<file path="src/aio_defines.svh">
/*
 Widths, register count and field positions for the acknowledge completion block.
 Assumes inclusion by bare name from any design file.
*/
`ifndef AIO_DEFINES_SVH
`define AIO_DEFINES_SVH
`define AIO_WORD_W 32
`define AIO_BYTE_W 8
`define AIO_REG_SEL_W 4
`define AIO_PADDR_LSB 15
`define AIO_PADDR_W 17
`define AIO_REG_COUNT 16
`endif

</file>
<file path="src/aio_pkg.sv">
/*
 Types for the acknowledge completion sequencer.
 Assumes the defines header is available.
*/
`include "aio_defines.svh"
package aio_pkg;
    typedef enum logic [6:0] {
        ST_IDLE   = 7'h01,
        ST_STROBE = 7'h02,
        ST_WAIT   = 7'h04,
        ST_STATUS = 7'h08,
        ST_STORE  = 7'h10,
        ST_NEXT   = 7'h20,
        ST_FINAL  = 7'h40
    } phase_e;
    typedef logic [`AIO_WORD_W-1:0] word_t;
endpackage : aio_pkg

</file>
<file path="src/gr_write_if.sv">
/*
 Write port between the sequencer and the general register file.
 Assumes one clock domain.
*/
`timescale 1ns/10ps
`include "aio_defines.svh"
interface gr_write_if;
    logic we;
    logic [`AIO_REG_SEL_W-1:0] sel;
    logic [`AIO_WORD_W-1:0] data;
    modport src (output we, output sel, output data);
    modport dst (input we, input sel, input data);
endinterface : gr_write_if

</file>
<file path="src/aio_complete.sv">
/*
 Acknowledge-interrupt completion sequencer: strobes, status capture,
 register store, next fetch request.
 Assumes controllers return status while acknowledged and memory returns
 a data release after the data request.
*/
`timescale 1ns/10ps
`include "aio_defines.svh"
module aio_complete
    import aio_pkg::*;
(
    // Clock and reset
    input wire logic CLK,
    input wire logic RST,
    // Instruction context
    input wire logic START,
    input wire logic [`AIO_REG_SEL_W-1:0] TARGET_REG,
    input wire logic [`AIO_WORD_W-1:0] ACCUM_IN,
    input wire logic [`AIO_WORD_W-1:0] NEXT_ADDR_B,
    // Controller link pins
    input wire logic [`AIO_BYTE_W-1:0] CONTROLLER_STATUS_BUS,
    input wire logic FUNCTION_STROBE_ACK,
    input wire logic NOT_ACCEPTED_PRIORITY,
    input wire logic INTERRUPT_CALL_LINE,
    output logic IO_FUNCTION_STROBE,
    output logic IO_CONTROL_STROBE,
    // Memory side
    input wire logic DATA_RELEASE,
    output logic MEMORY_REQUEST,
    output logic DATA_REQUEST,
    output logic CLOCK_INHIBIT,
    output logic [`AIO_PADDR_W-1:0] PROGRAM_ADDR,
    // Status
    output logic INTERRUPT_PENDING,
    output logic SEQUENCE_ACTIVE,
    output logic END_OF_EXECUTION,
    output logic [`AIO_WORD_W-1:0] ACCUM,
    // Register readback
    input wire logic [`AIO_REG_SEL_W-1:0] RD_SEL,
    output logic [`AIO_WORD_W-1:0] RD_DATA
);
    ////////////////////////////////////////////////////////////////////////
    // Pin synchronisers: three stages, change accepted when last two agree
    localparam int NSYNC = 4;
    logic [NSYNC-1:0] pin_raw;
    logic [NSYNC-1:0] s1_q;
    logic [NSYNC-1:0] s2_q;
    logic [NSYNC-1:0] s3_q;
    logic [NSYNC-1:0] pin_q;
    logic [`AIO_BYTE_W-1:0] db1_q;
    logic [`AIO_BYTE_W-1:0] db2_q;
    logic [`AIO_BYTE_W-1:0] db3_q;
    logic [`AIO_BYTE_W-1:0] data_q;

    assign pin_raw = {DATA_RELEASE, INTERRUPT_CALL_LINE, NOT_ACCEPTED_PRIORITY,
                      FUNCTION_STROBE_ACK};

    always_ff @(posedge CLK) begin
        if (RST) begin
            s1_q <= '0;
            s2_q <= '0;
            s3_q <= '0;
            db1_q <= '0;
            db2_q <= '0;
            db3_q <= '0;
        end else begin
            s1_q <= pin_raw;
            s2_q <= s1_q;
            s3_q <= s2_q;
            db1_q <= CONTROLLER_STATUS_BUS;
            db2_q <= db1_q;
            db3_q <= db2_q;
        end
    end

    genvar g;
    generate
        for (g = 0; g < NSYNC; g++) begin : g_filt
            always_ff @(posedge CLK) begin
                if (RST) begin
                    pin_q[g] <= 1'b0;
                end else if (s2_q[g] == s3_q[g]) begin
                    pin_q[g] <= s3_q[g];
                end
            end
        end
    endgenerate

    // Status byte must agree as a whole across two stages before it is taken
    always_ff @(posedge CLK) begin
        if (RST) begin
            data_q <= '0;
        end else if (db2_q == db3_q) begin
            data_q <= db3_q;
        end
    end

    // Filtered pin levels; each lags its pin by three to four clocks
    wire fs_ack = pin_q[0];
    wire not_acc = pin_q[1];
    wire int_call = pin_q[2];
    wire dr_in = pin_q[3];

    ////////////////////////////////////////////////////////////////////////
    // Sequencer
    phase_e state_q;
    phase_e state_d;
    logic fs_q;
    logic cs_q;
    logic pend_q;
    logic active_q;
    logic mrq_q;
    logic drq_q;
    logic end_of_execution_q;
    logic rw_arm_q;
    logic [`AIO_WORD_W-1:0] acc_q;
    logic [`AIO_PADDR_W-1:0] paddr_q;

    wire in_status = (state_q == ST_STATUS);
    wire in_store = (state_q == ST_STORE);
    wire in_next = (state_q == ST_NEXT);
    wire answered = fs_ack | not_acc;
    wire target_nz = (TARGET_REG != '0);
    wire [`AIO_WORD_W-1:0] sum_status = {data_q, ACCUM_IN[`AIO_WORD_W-`AIO_BYTE_W-1:0]};
    // Sum bus carries the saved address only in the next-instruction phase
    wire [`AIO_WORD_W-1:0] sum_bus = in_next ? NEXT_ADDR_B : acc_q;
    wire release_seen = (state_q == ST_FINAL) && dr_in;

    // Phase order; the final phase holds until the fetched word is released
    always_comb begin
        state_d = state_q;
        unique case (state_q)
            ST_IDLE: if (START) state_d = ST_STROBE;
            ST_STROBE: state_d = ST_WAIT;
            ST_WAIT: if (answered) state_d = ST_STATUS;
            ST_STATUS: state_d = ST_STORE;
            ST_STORE: state_d = ST_NEXT;
            ST_NEXT: state_d = ST_FINAL;
            ST_FINAL: if (dr_in) state_d = ST_IDLE;
            default: state_d = ST_IDLE;
        endcase
    end

    always_ff @(posedge CLK) begin
        if (RST) begin
            state_q <= ST_IDLE;
            fs_q <= 1'b0;
            cs_q <= 1'b0;
            pend_q <= 1'b0;
            active_q <= 1'b0;
            mrq_q <= 1'b0;
            drq_q <= 1'b0;
            end_of_execution_q <= 1'b0;
            rw_arm_q <= 1'b0;
            acc_q <= '0;
            paddr_q <= '0;
        end else begin
            state_q <= state_d;
            end_of_execution_q <= release_seen;
            if (state_q == ST_IDLE && START) begin
                active_q <= 1'b1;
                cs_q <= 1'b1;
            end else if (release_seen) begin
                active_q <= 1'b0;
            end
            // Strobes stand until the edge that leaves the store subphase
            if (state_q == ST_STROBE) begin
                fs_q <= 1'b1;
            end else if (in_store) begin
                fs_q <= 1'b0;
                cs_q <= 1'b0;
            end
            // Set wins, so a call raised again during the clear keeps the flag up
            if (int_call) begin
                pend_q <= 1'b1;
            end else if (state_q inside {ST_STORE, ST_NEXT, ST_FINAL}) begin
                pend_q <= 1'b0;
            end
            // Register write is armed in the status subphase and spent in the store
            if (in_status) begin
                acc_q <= sum_status;
                rw_arm_q <= target_nz;
            end else if (in_store) begin
                rw_arm_q <= 1'b0;
            end
            // Only the low-order address bits reach the program address register
            if (in_next) begin
                paddr_q <= sum_bus[`AIO_PADDR_W-1:0];
                mrq_q <= 1'b1;
                drq_q <= 1'b1;
            end else if (release_seen) begin
                mrq_q <= 1'b0;
                drq_q <= 1'b0;
            end
        end
    end

    ////////////////////////////////////////////////////////////////////////
    // General register write during the store subphase
    gr_write_if grw();
    assign grw.we = in_store & rw_arm_q;
    assign grw.sel = TARGET_REG;
    assign grw.data = sum_bus;

    gen_reg_file #(.DEPTH(`AIO_REG_COUNT)) u_regs (
        .clk(CLK),
        .rst(RST),
        .wr(grw),
        .rd_sel(RD_SEL),
        .rd_data(RD_DATA)
    );

    ////////////////////////////////////////////////////////////////////////
    // Registered outputs
    assign IO_FUNCTION_STROBE = fs_q;
    assign IO_CONTROL_STROBE = cs_q;
    assign MEMORY_REQUEST = mrq_q;
    assign DATA_REQUEST = drq_q;
    // No further processor clock while the instruction fetch is outstanding
    assign CLOCK_INHIBIT = drq_q;
    assign PROGRAM_ADDR = paddr_q;
    assign INTERRUPT_PENDING = pend_q;
    assign SEQUENCE_ACTIVE = active_q;
    assign END_OF_EXECUTION = end_of_execution_q;
    assign ACCUM = acc_q;
endmodule : aio_complete

</file>
<file path="src/gen_reg_file.sv">
/*
 General register file with registered read data.
 Assumes synchronous reset and single write port.
*/
`timescale 1ns/10ps
`include "aio_defines.svh"
module gen_reg_file
    import aio_pkg::*;
#(
    parameter int DEPTH = `AIO_REG_COUNT
) (
    // Clock and reset
    input wire logic clk,
    input wire logic rst,
    // Write side
    gr_write_if.dst wr,
    // Read side
    input wire logic [`AIO_REG_SEL_W-1:0] rd_sel,
    output logic [`AIO_WORD_W-1:0] rd_data
);
    if (DEPTH != (1 << `AIO_REG_SEL_W)) begin : g_depth_check
        $error("DEPTH must match register select width");
    end

    logic [`AIO_WORD_W-1:0] mem [DEPTH];

    // Words start cleared so an unwritten register reads as zero
    always_ff @(posedge clk) begin
        if (rst) begin
            for (int i = 0; i < DEPTH; i++) begin
                mem[i] <= '0;
            end
        end else if (wr.we) begin
            mem[wr.sel] <= wr.data;
        end
    end

    always_ff @(posedge clk) begin
        if (rst) begin
            rd_data <= '0;
        end else begin
            rd_data <= mem[rd_sel];
        end
    end
endmodule : gen_reg_file

</file>
<file path="config.mk">
export PLATFORM = sky130hd
export DESIGN_NAME = aio_complete
export DESIGN_NICKNAME = d
export VERILOG_FILES = /design/src/aio_pkg.sv /design/src/gr_write_if.sv /design/src/aio_complete.sv /design/src/gen_reg_file.sv
export VERILOG_INCLUDE_DIRS = /design/src
export SDC_FILE = /design/constraint.sdc
export NUM_CORES = 1
export LEC_CHECK = 0
export BUFFER_PORTS_ARGS = -buffer_cell sky130_fd_sc_hd__buf_2
export CORE_ASPECT_RATIO = 1.2
export CORE_MARGIN = 2
export CORE_UTILIZATION = 50
export CTS_CLUSTER_DIAMETER = 120
export DETAILED_ROUTE_END_ITERATION = 8
export PLACE_DENSITY_LB_ADDON = 0.08
export SYNTH_ARGS = -nofsm -noshare
export SYNTH_HDL_FRONTEND = slang
export SYNTH_SLANG_ARGS = --single-unit
</file>
<file path="constraint.sdc">
create_clock -name CLK -period 7.5 [get_ports CLK]
set_clock_uncertainty 0.15 [all_clocks]
set_input_delay 1.5 -clock CLK [delete_from_list [all_inputs] [get_ports CLK]]
set_output_delay 1.5 -clock CLK [all_outputs]
set_load 0.05 [all_outputs]
</file>
# [After elaboration in Yosys (flattened, before gate mapping)]
# Memory sizes are Yosys's and may differ from the RTL's. A register that Yosys moved wholly into a read port is not among the register bits.
# Index checks and enable logic that the tools add are counted.
[classes] n_eq_ne=15 mux=24 bitwise=2 reduce_logical=11
[op_table] op="$mux 32" count=2
[op_table] op="$pmux 7 s7" count=1
[op_table] op="$reduce_or 32->1" count=1
[op_table] op="$mux 7" count=3
[op_table] op="$mux 1" count=17
[op_table] op="$reduce_bool 2->1" count=5
[op_table] op="$eq 8x8->1" count=1
[op_table] op="$eq 7x1->1 const B" count=1
[op_table] op="$eq 7x2->1 const B" count=1
[op_table] op="$eq 7x3->1 const B" count=1
[op_table] op="$eq 7x4->1 const B" count=1
[op_table] op="$eq 7x5->1 const B" count=1
[op_table] op="$eq 7x6->1 const B" count=1
[op_table] op="$eq 7x7->1 const B" count=1
[op_table] op="$ne 2x2->1 const B" count=3
[op_table] op="$eq 1x1->1" count=4
[op_table] op="$mux 4" count=1
[op_table] op="$reduce_bool 4->1" count=1
[op_table] op="$reduce_and 3->1" count=1
[op_table] op="$reduce_bool 3->1" count=1
[op_table] op="$logic_and 1x1->1" count=2
[op_table] op="$and 1x1->1" count=1
[op_table] op="$or 1x1->1" count=1
[word_totals] reg_bits=111 ram_bits=512 in_bits=87 out_inout_bits=89 wordCells=74 n_memories=1
[mem_list] memory="u_regs.mem" depth=16 word_bits=32 rd=1 rd_ports_with_merged_regs=1 write_ports=16 line_no="gen_reg_file.sv:25" text="logic [`AIO_WORD_W-1:0] mem [DEPTH];"

# [Logic depth before layout (Yosys ltp)]
[logic_depth] word_depth=7 ltp_mapped=8 depth_no_buf=4

# [Hierarchy]
# A second synthesis with hierarchy kept.
[hier_totals] cells_unflattened=2203 hier_area_um2=28544.9
[modules_own_cells] mod="gen_reg_file" n_inst=1 cells_each=1693 area_per_inst_um2=24253.3
[modules_own_cells] mod="aio_complete" n_inst=1 cells_each=510 area_per_inst_um2=4291.6

# [Least setup slack after synthesis]
# OpenSTA, ideal clock, no wires.
[synth_path] kind="input-to-reg" from="input port TARGET_REG[0]" to="memory u_regs.mem[8][0] in the netlist's numbering (enable)" arrival_time_ps=3580 required_time_ps=6956 slack_ps=3376 path_stages=4 n_path_buf=0 path_cell_list="or4b_2 nor4_1 nand3b_1 nand2b_1"
[synth_lines] item="from (decl)" line_no="aio_complete.sv:17" text="input wire logic [`AIO_REG_SEL_W-1:0] TARGET_REG,"
[synth_lines] item="to (decl)" line_no="gen_reg_file.sv:25"

==> summary.md <==
| Metric | Value |
|---|---|
| Yosys reg bits | `roughly 660` |
| Synth Area in Adders | `0%` |
| Clk root buf | `clkbuf_16` |
| Vias per cell | `about 5.8` |
| Cts repair resizes | `0` |
| Leakage power | `roughly 10 nW` |
| Most used DFF post-synth | `edfxtp_1` |
| Largest family of logic cells by synthesized area | `multiplexers` |
| Buffers on Ports | `about 170` |
| Worst-path fanout max | `33` |
| FFs w/ async S/R, synth | `0%` |
| CTS clock-pin slew for the worst setup and hold paths | `approximately 0.06 ns` |
| DRC viols | `0` |
| Final WL | `69700 um` |
| Tightest Hold Check Type | `reg2reg` |
| Period utilization | `between 50% and 60%` |
| Clk buf depth | `3` |
| Worst Path Required | `about 7.6 ns` |
| CTS tree | `built` |
| Grt total ovfl | `0` |
| Setup CP Type | `in2reg` |
| Share of layout cells above drive strength 1 | `21.8%` |
| Minimum clock period | `around 4.2 ns` |
| Signal arrival time at the worst endpoint | `4.24 ns` |
| Final setup vio count | `0` |
| Post-CTS setup buffer count | `0` |
| VDD IR max | `around 0.0002 V` |
| Sequential cell area | `around 18000 sq um` |
| Flop-to-flop setup slack | `~3.8 ns` |
| Floorplan row count | `92` |
| DIE AREA | `~55000 sq um` |
| Max-Slew Margin vs Limit | `about 20%` |
| Layout area overhead | `14.3%` |
| Gpl congestion | `slightly below 0.8` |
| Number of buffers created by CTS | `69` |
| Num ports | `approximately 180` |
| Clk_lat worst skew | `about 0.62 ns` |
| Hold Crit Start | `s1_q[3]` |
| Count of final hold-check violations | `0` |
| Initial antenna violation count | `1` |
| Synth unique cells | `44` |
| FF-to-FF Start | `state_q[1]` |
| Reg2Reg Depth | `6` |
| TNS Setup | `0 ns` |
| Cell Pwr Density | `about 260 nW/um^2` |
| Fmax | `~240 MHz` |
| Die Width | `215 um` |
| DR iter-0 viols | `about 1600` |
| GRT Util Overall | `between 20 and 30%` |
| Final #Nets | `between 2000 and 2500` |
| Avg Cell Area, Syn | `about 14 sq um` |
| Final Max Slew Viols | `0` |
| CP Capture Type | `register` |
| First-pass GRT wire length | `around 110000 um` |
| Status | `complete, no violations` |
| HPWL Detailed | `roughly 38000 um` |
| Yosys warnings | `0` |
| Synth Area in Simple Gates | `12.3%` |
| CP Launch Type | `input port` |
| Syn_nets | `about 2100` |
| Initial Utilization | `approximately 51%` |
| Maxcap violations | `0` |
| R2r endpoint | `u_regs.mem[4][12]` |
| Final core utilization | `~58%` |
| Cell area after synthesis | `about 27000 sq um` |
| Total vias in the final route | `16500` |
| Hold_buf cts | `0` |
| Footprint of the multi-input gates | `roughly 8000 sq um` |
| Worst-Margin Slew | `1.17 ns` |
| Antenna fix cells | `0` |
| Hold Crit Depth | `1` |
| Die height | `roughly 260 um` |
| Core area | `52600 sq um` |
| Num Clock Sinks | `655` |
| Portion of netlist area occupied by mux cells | `~14%` |
| Vias in the first global route | `17000` |
| EDFF count, synth | `slightly above 500` |
| Initial DRT Pass Iterations | `5` |
| H-Tree Depth | `3` |
| Hold path endpoint | `s2_q[3]` |
| RSZ-0062 raised after global routing | `false` |
| Synth Area in XOR/XNOR | `less than 1%` |
| Fill count | `4273` |
| Synth Instances | `between 1500 and 2000` |
| Routed Antenna Nets | `0` |
| Routed wire length per instance | `about 24 um` |
| Register area share after synthesis | `between 60% and 70%` |
| Pin count of the biggest net entering global routing | `approximately 110` |
| Compound-Gate Fraction of Synth Area | `between 3 and 4%` |
## flip-flops by register name, indices dropped and copies added, names as in the netlist, 4 cells and up
| signal | flops |
|---|---|
| u_regs.mem | 512 |
| ACCUM | 32 |
| u_regs.rd_data | 32 |
| PROGRAM_ADDR | 17 |
| data_q | 8 |
| db1_q | 8 |
| db2_q | 8 |
| db3_q | 8 |
| state_q | 7 |
| s1_q | 4 |
| s2_q | 4 |
| s3_q | 4 |
## report_power, final
part	switching, mW	total (mW)	leakage, nW	internal (mW)
clock	1.40	3.25	1.05	1.85
combinational	0.349	0.542	2.99	0.194
sequential	0.0609	4.09	6.45	4.03
## how the worst max path moves through the flow
stage,startpoint,cells after the start,end,slack [ns]
after floorplan,TARGET_REG[0],4,u_regs.mem[8][0],3.38
after global placement,RST,6,u_regs.mem[8][15],2.82
after detailed placement,RST,7,u_regs.mem[4][12],2.76
after CTS,RST,7,u_regs.mem[4][12],3.41
after global routing,RST,7,u_regs.mem[4][12],3.22
final,RST,7,u_regs.mem[4][12],3.35
## kinds of logic after synthesis
group / count (synthesis)
multiplexers: 214
XOR/XNOR: 10
AND/OR/NAND/NOR: 782
AO/OA/AOI/OAI: 135
flip-flops: 655
buffers and inverters: 167
## worst max-delay path: stages
cell      delay (ns)
buf_4           0.17
or4b_2          0.61
nor4_1          0.53
nand3b_1        0.15
buf_4           0.36
nand2b_2        0.38
buf_4           0.51
## layout by cell type, fill, tap and decap left out, types with 9 or more instances in the layout
cell	n
clkbuf_1	23
buf_4	73
buf_2	163
o22ai_1	22
edfxtp_1	512
nor2b_1	39
mux4_2	118
nor2_1	532
nand4_1	9
nand2_1	126
dfxtp_1	143
nand3_1	16
mux2i_1	95
nand2b_2	16
a21oi_1	65
clkbuf_16	72
o21ai_0	14
## metrics by stage
| stage | setup slack, ns | instances | hold slack, ns | total power [mW] | instance area [sq um] |
|---|---|---|---|---|---|
| after global routing | 3.22 | 2867 | 0.307 | 8.14 | 30500 |
| after detailed placement | 2.76 | 2741 | 0.274 | 4.72 | 28400 |
| after floorplan | 3.38 | 1963 | 0.264 | 4.54 | 26700 |
| after CTS | 3.41 | 2867 | 0.288 | 7.95 | 30500 |
| final | 3.35 | 2867 | 0.286 | 7.89 | 30500 |
| after global placement | 2.82 | 2741 | 0.269 | 4.70 | 28400 |
## cell type report
cell class	count	share of cell area [%]
Tap cell	705	2.89
Sequential cell	655	59.8
Clock buffer	103	6.44
Multi-Input combinational cell	1141	25.7
Timing Repair Buffer	238	4.58
Inverter	2	0.0246
Clock inverter	23	0.509
## synth_stat cells (all sizes together), types with 2 or more instances
| master | count | area, sq um |
|---|---|---|
| buf | 31 | 140 |
| nand4 | 9 | 56.3 |
| nand2 | 126 | 473 |
| a211oi | 2 | 15.0 |
| nor4 | 6 | 37.5 |
| dfxtp | 143 | 2860 |
| a22oi | 7 | 52.6 |
| nor2 | 532 | 2000 |
| o21ai | 14 | 70.1 |
| nor3b | 3 | 22.5 |
| nor2b | 39 | 244 |
| clkbuf | 134 | 503 |
| and3 | 7 | 43.8 |
| a21oi | 65 | 325 |
| inv | 2 | 7.51 |
| xnor2 | 8 | 70.1 |
| o22ai | 22 | 138 |
| edfxtp | 512 | 15400 |
| o211ai | 6 | 45.0 |
| and4 | 3 | 26.3 |
| mux2i | 96 | 961 |
| nand2b | 21 | 131 |
| nand3b | 4 | 30.0 |
| nor3 | 4 | 20.0 |
| a221o | 6 | 60.1 |
| xor2 | 2 | 17.5 |
| nand3 | 17 | 85.1 |
| a32oi | 4 | 35.0 |
| nor4b | 3 | 41.3 |
| mux4 | 118 | 2660 |
| a22o | 6 | 52.6 |
| or4b | 2 | 20.0 |
## metal layers
| metal | vias to the layer above | track usage [%] | part of all wire, % |
|---|---|---|---|
| li1 | 7365 | - | - |
| met1 | 8345 | 35.0 | 41 |
| met2 | 693 | 41.9 | 49 |
| met3 | 105 | 4.82 | 8.2 |
| met4 | 2 | 8.64 | 2.3 |
| met5 | - | 0 | 0.020 |
No activity file was read; power rests on OpenSTA's default activity.
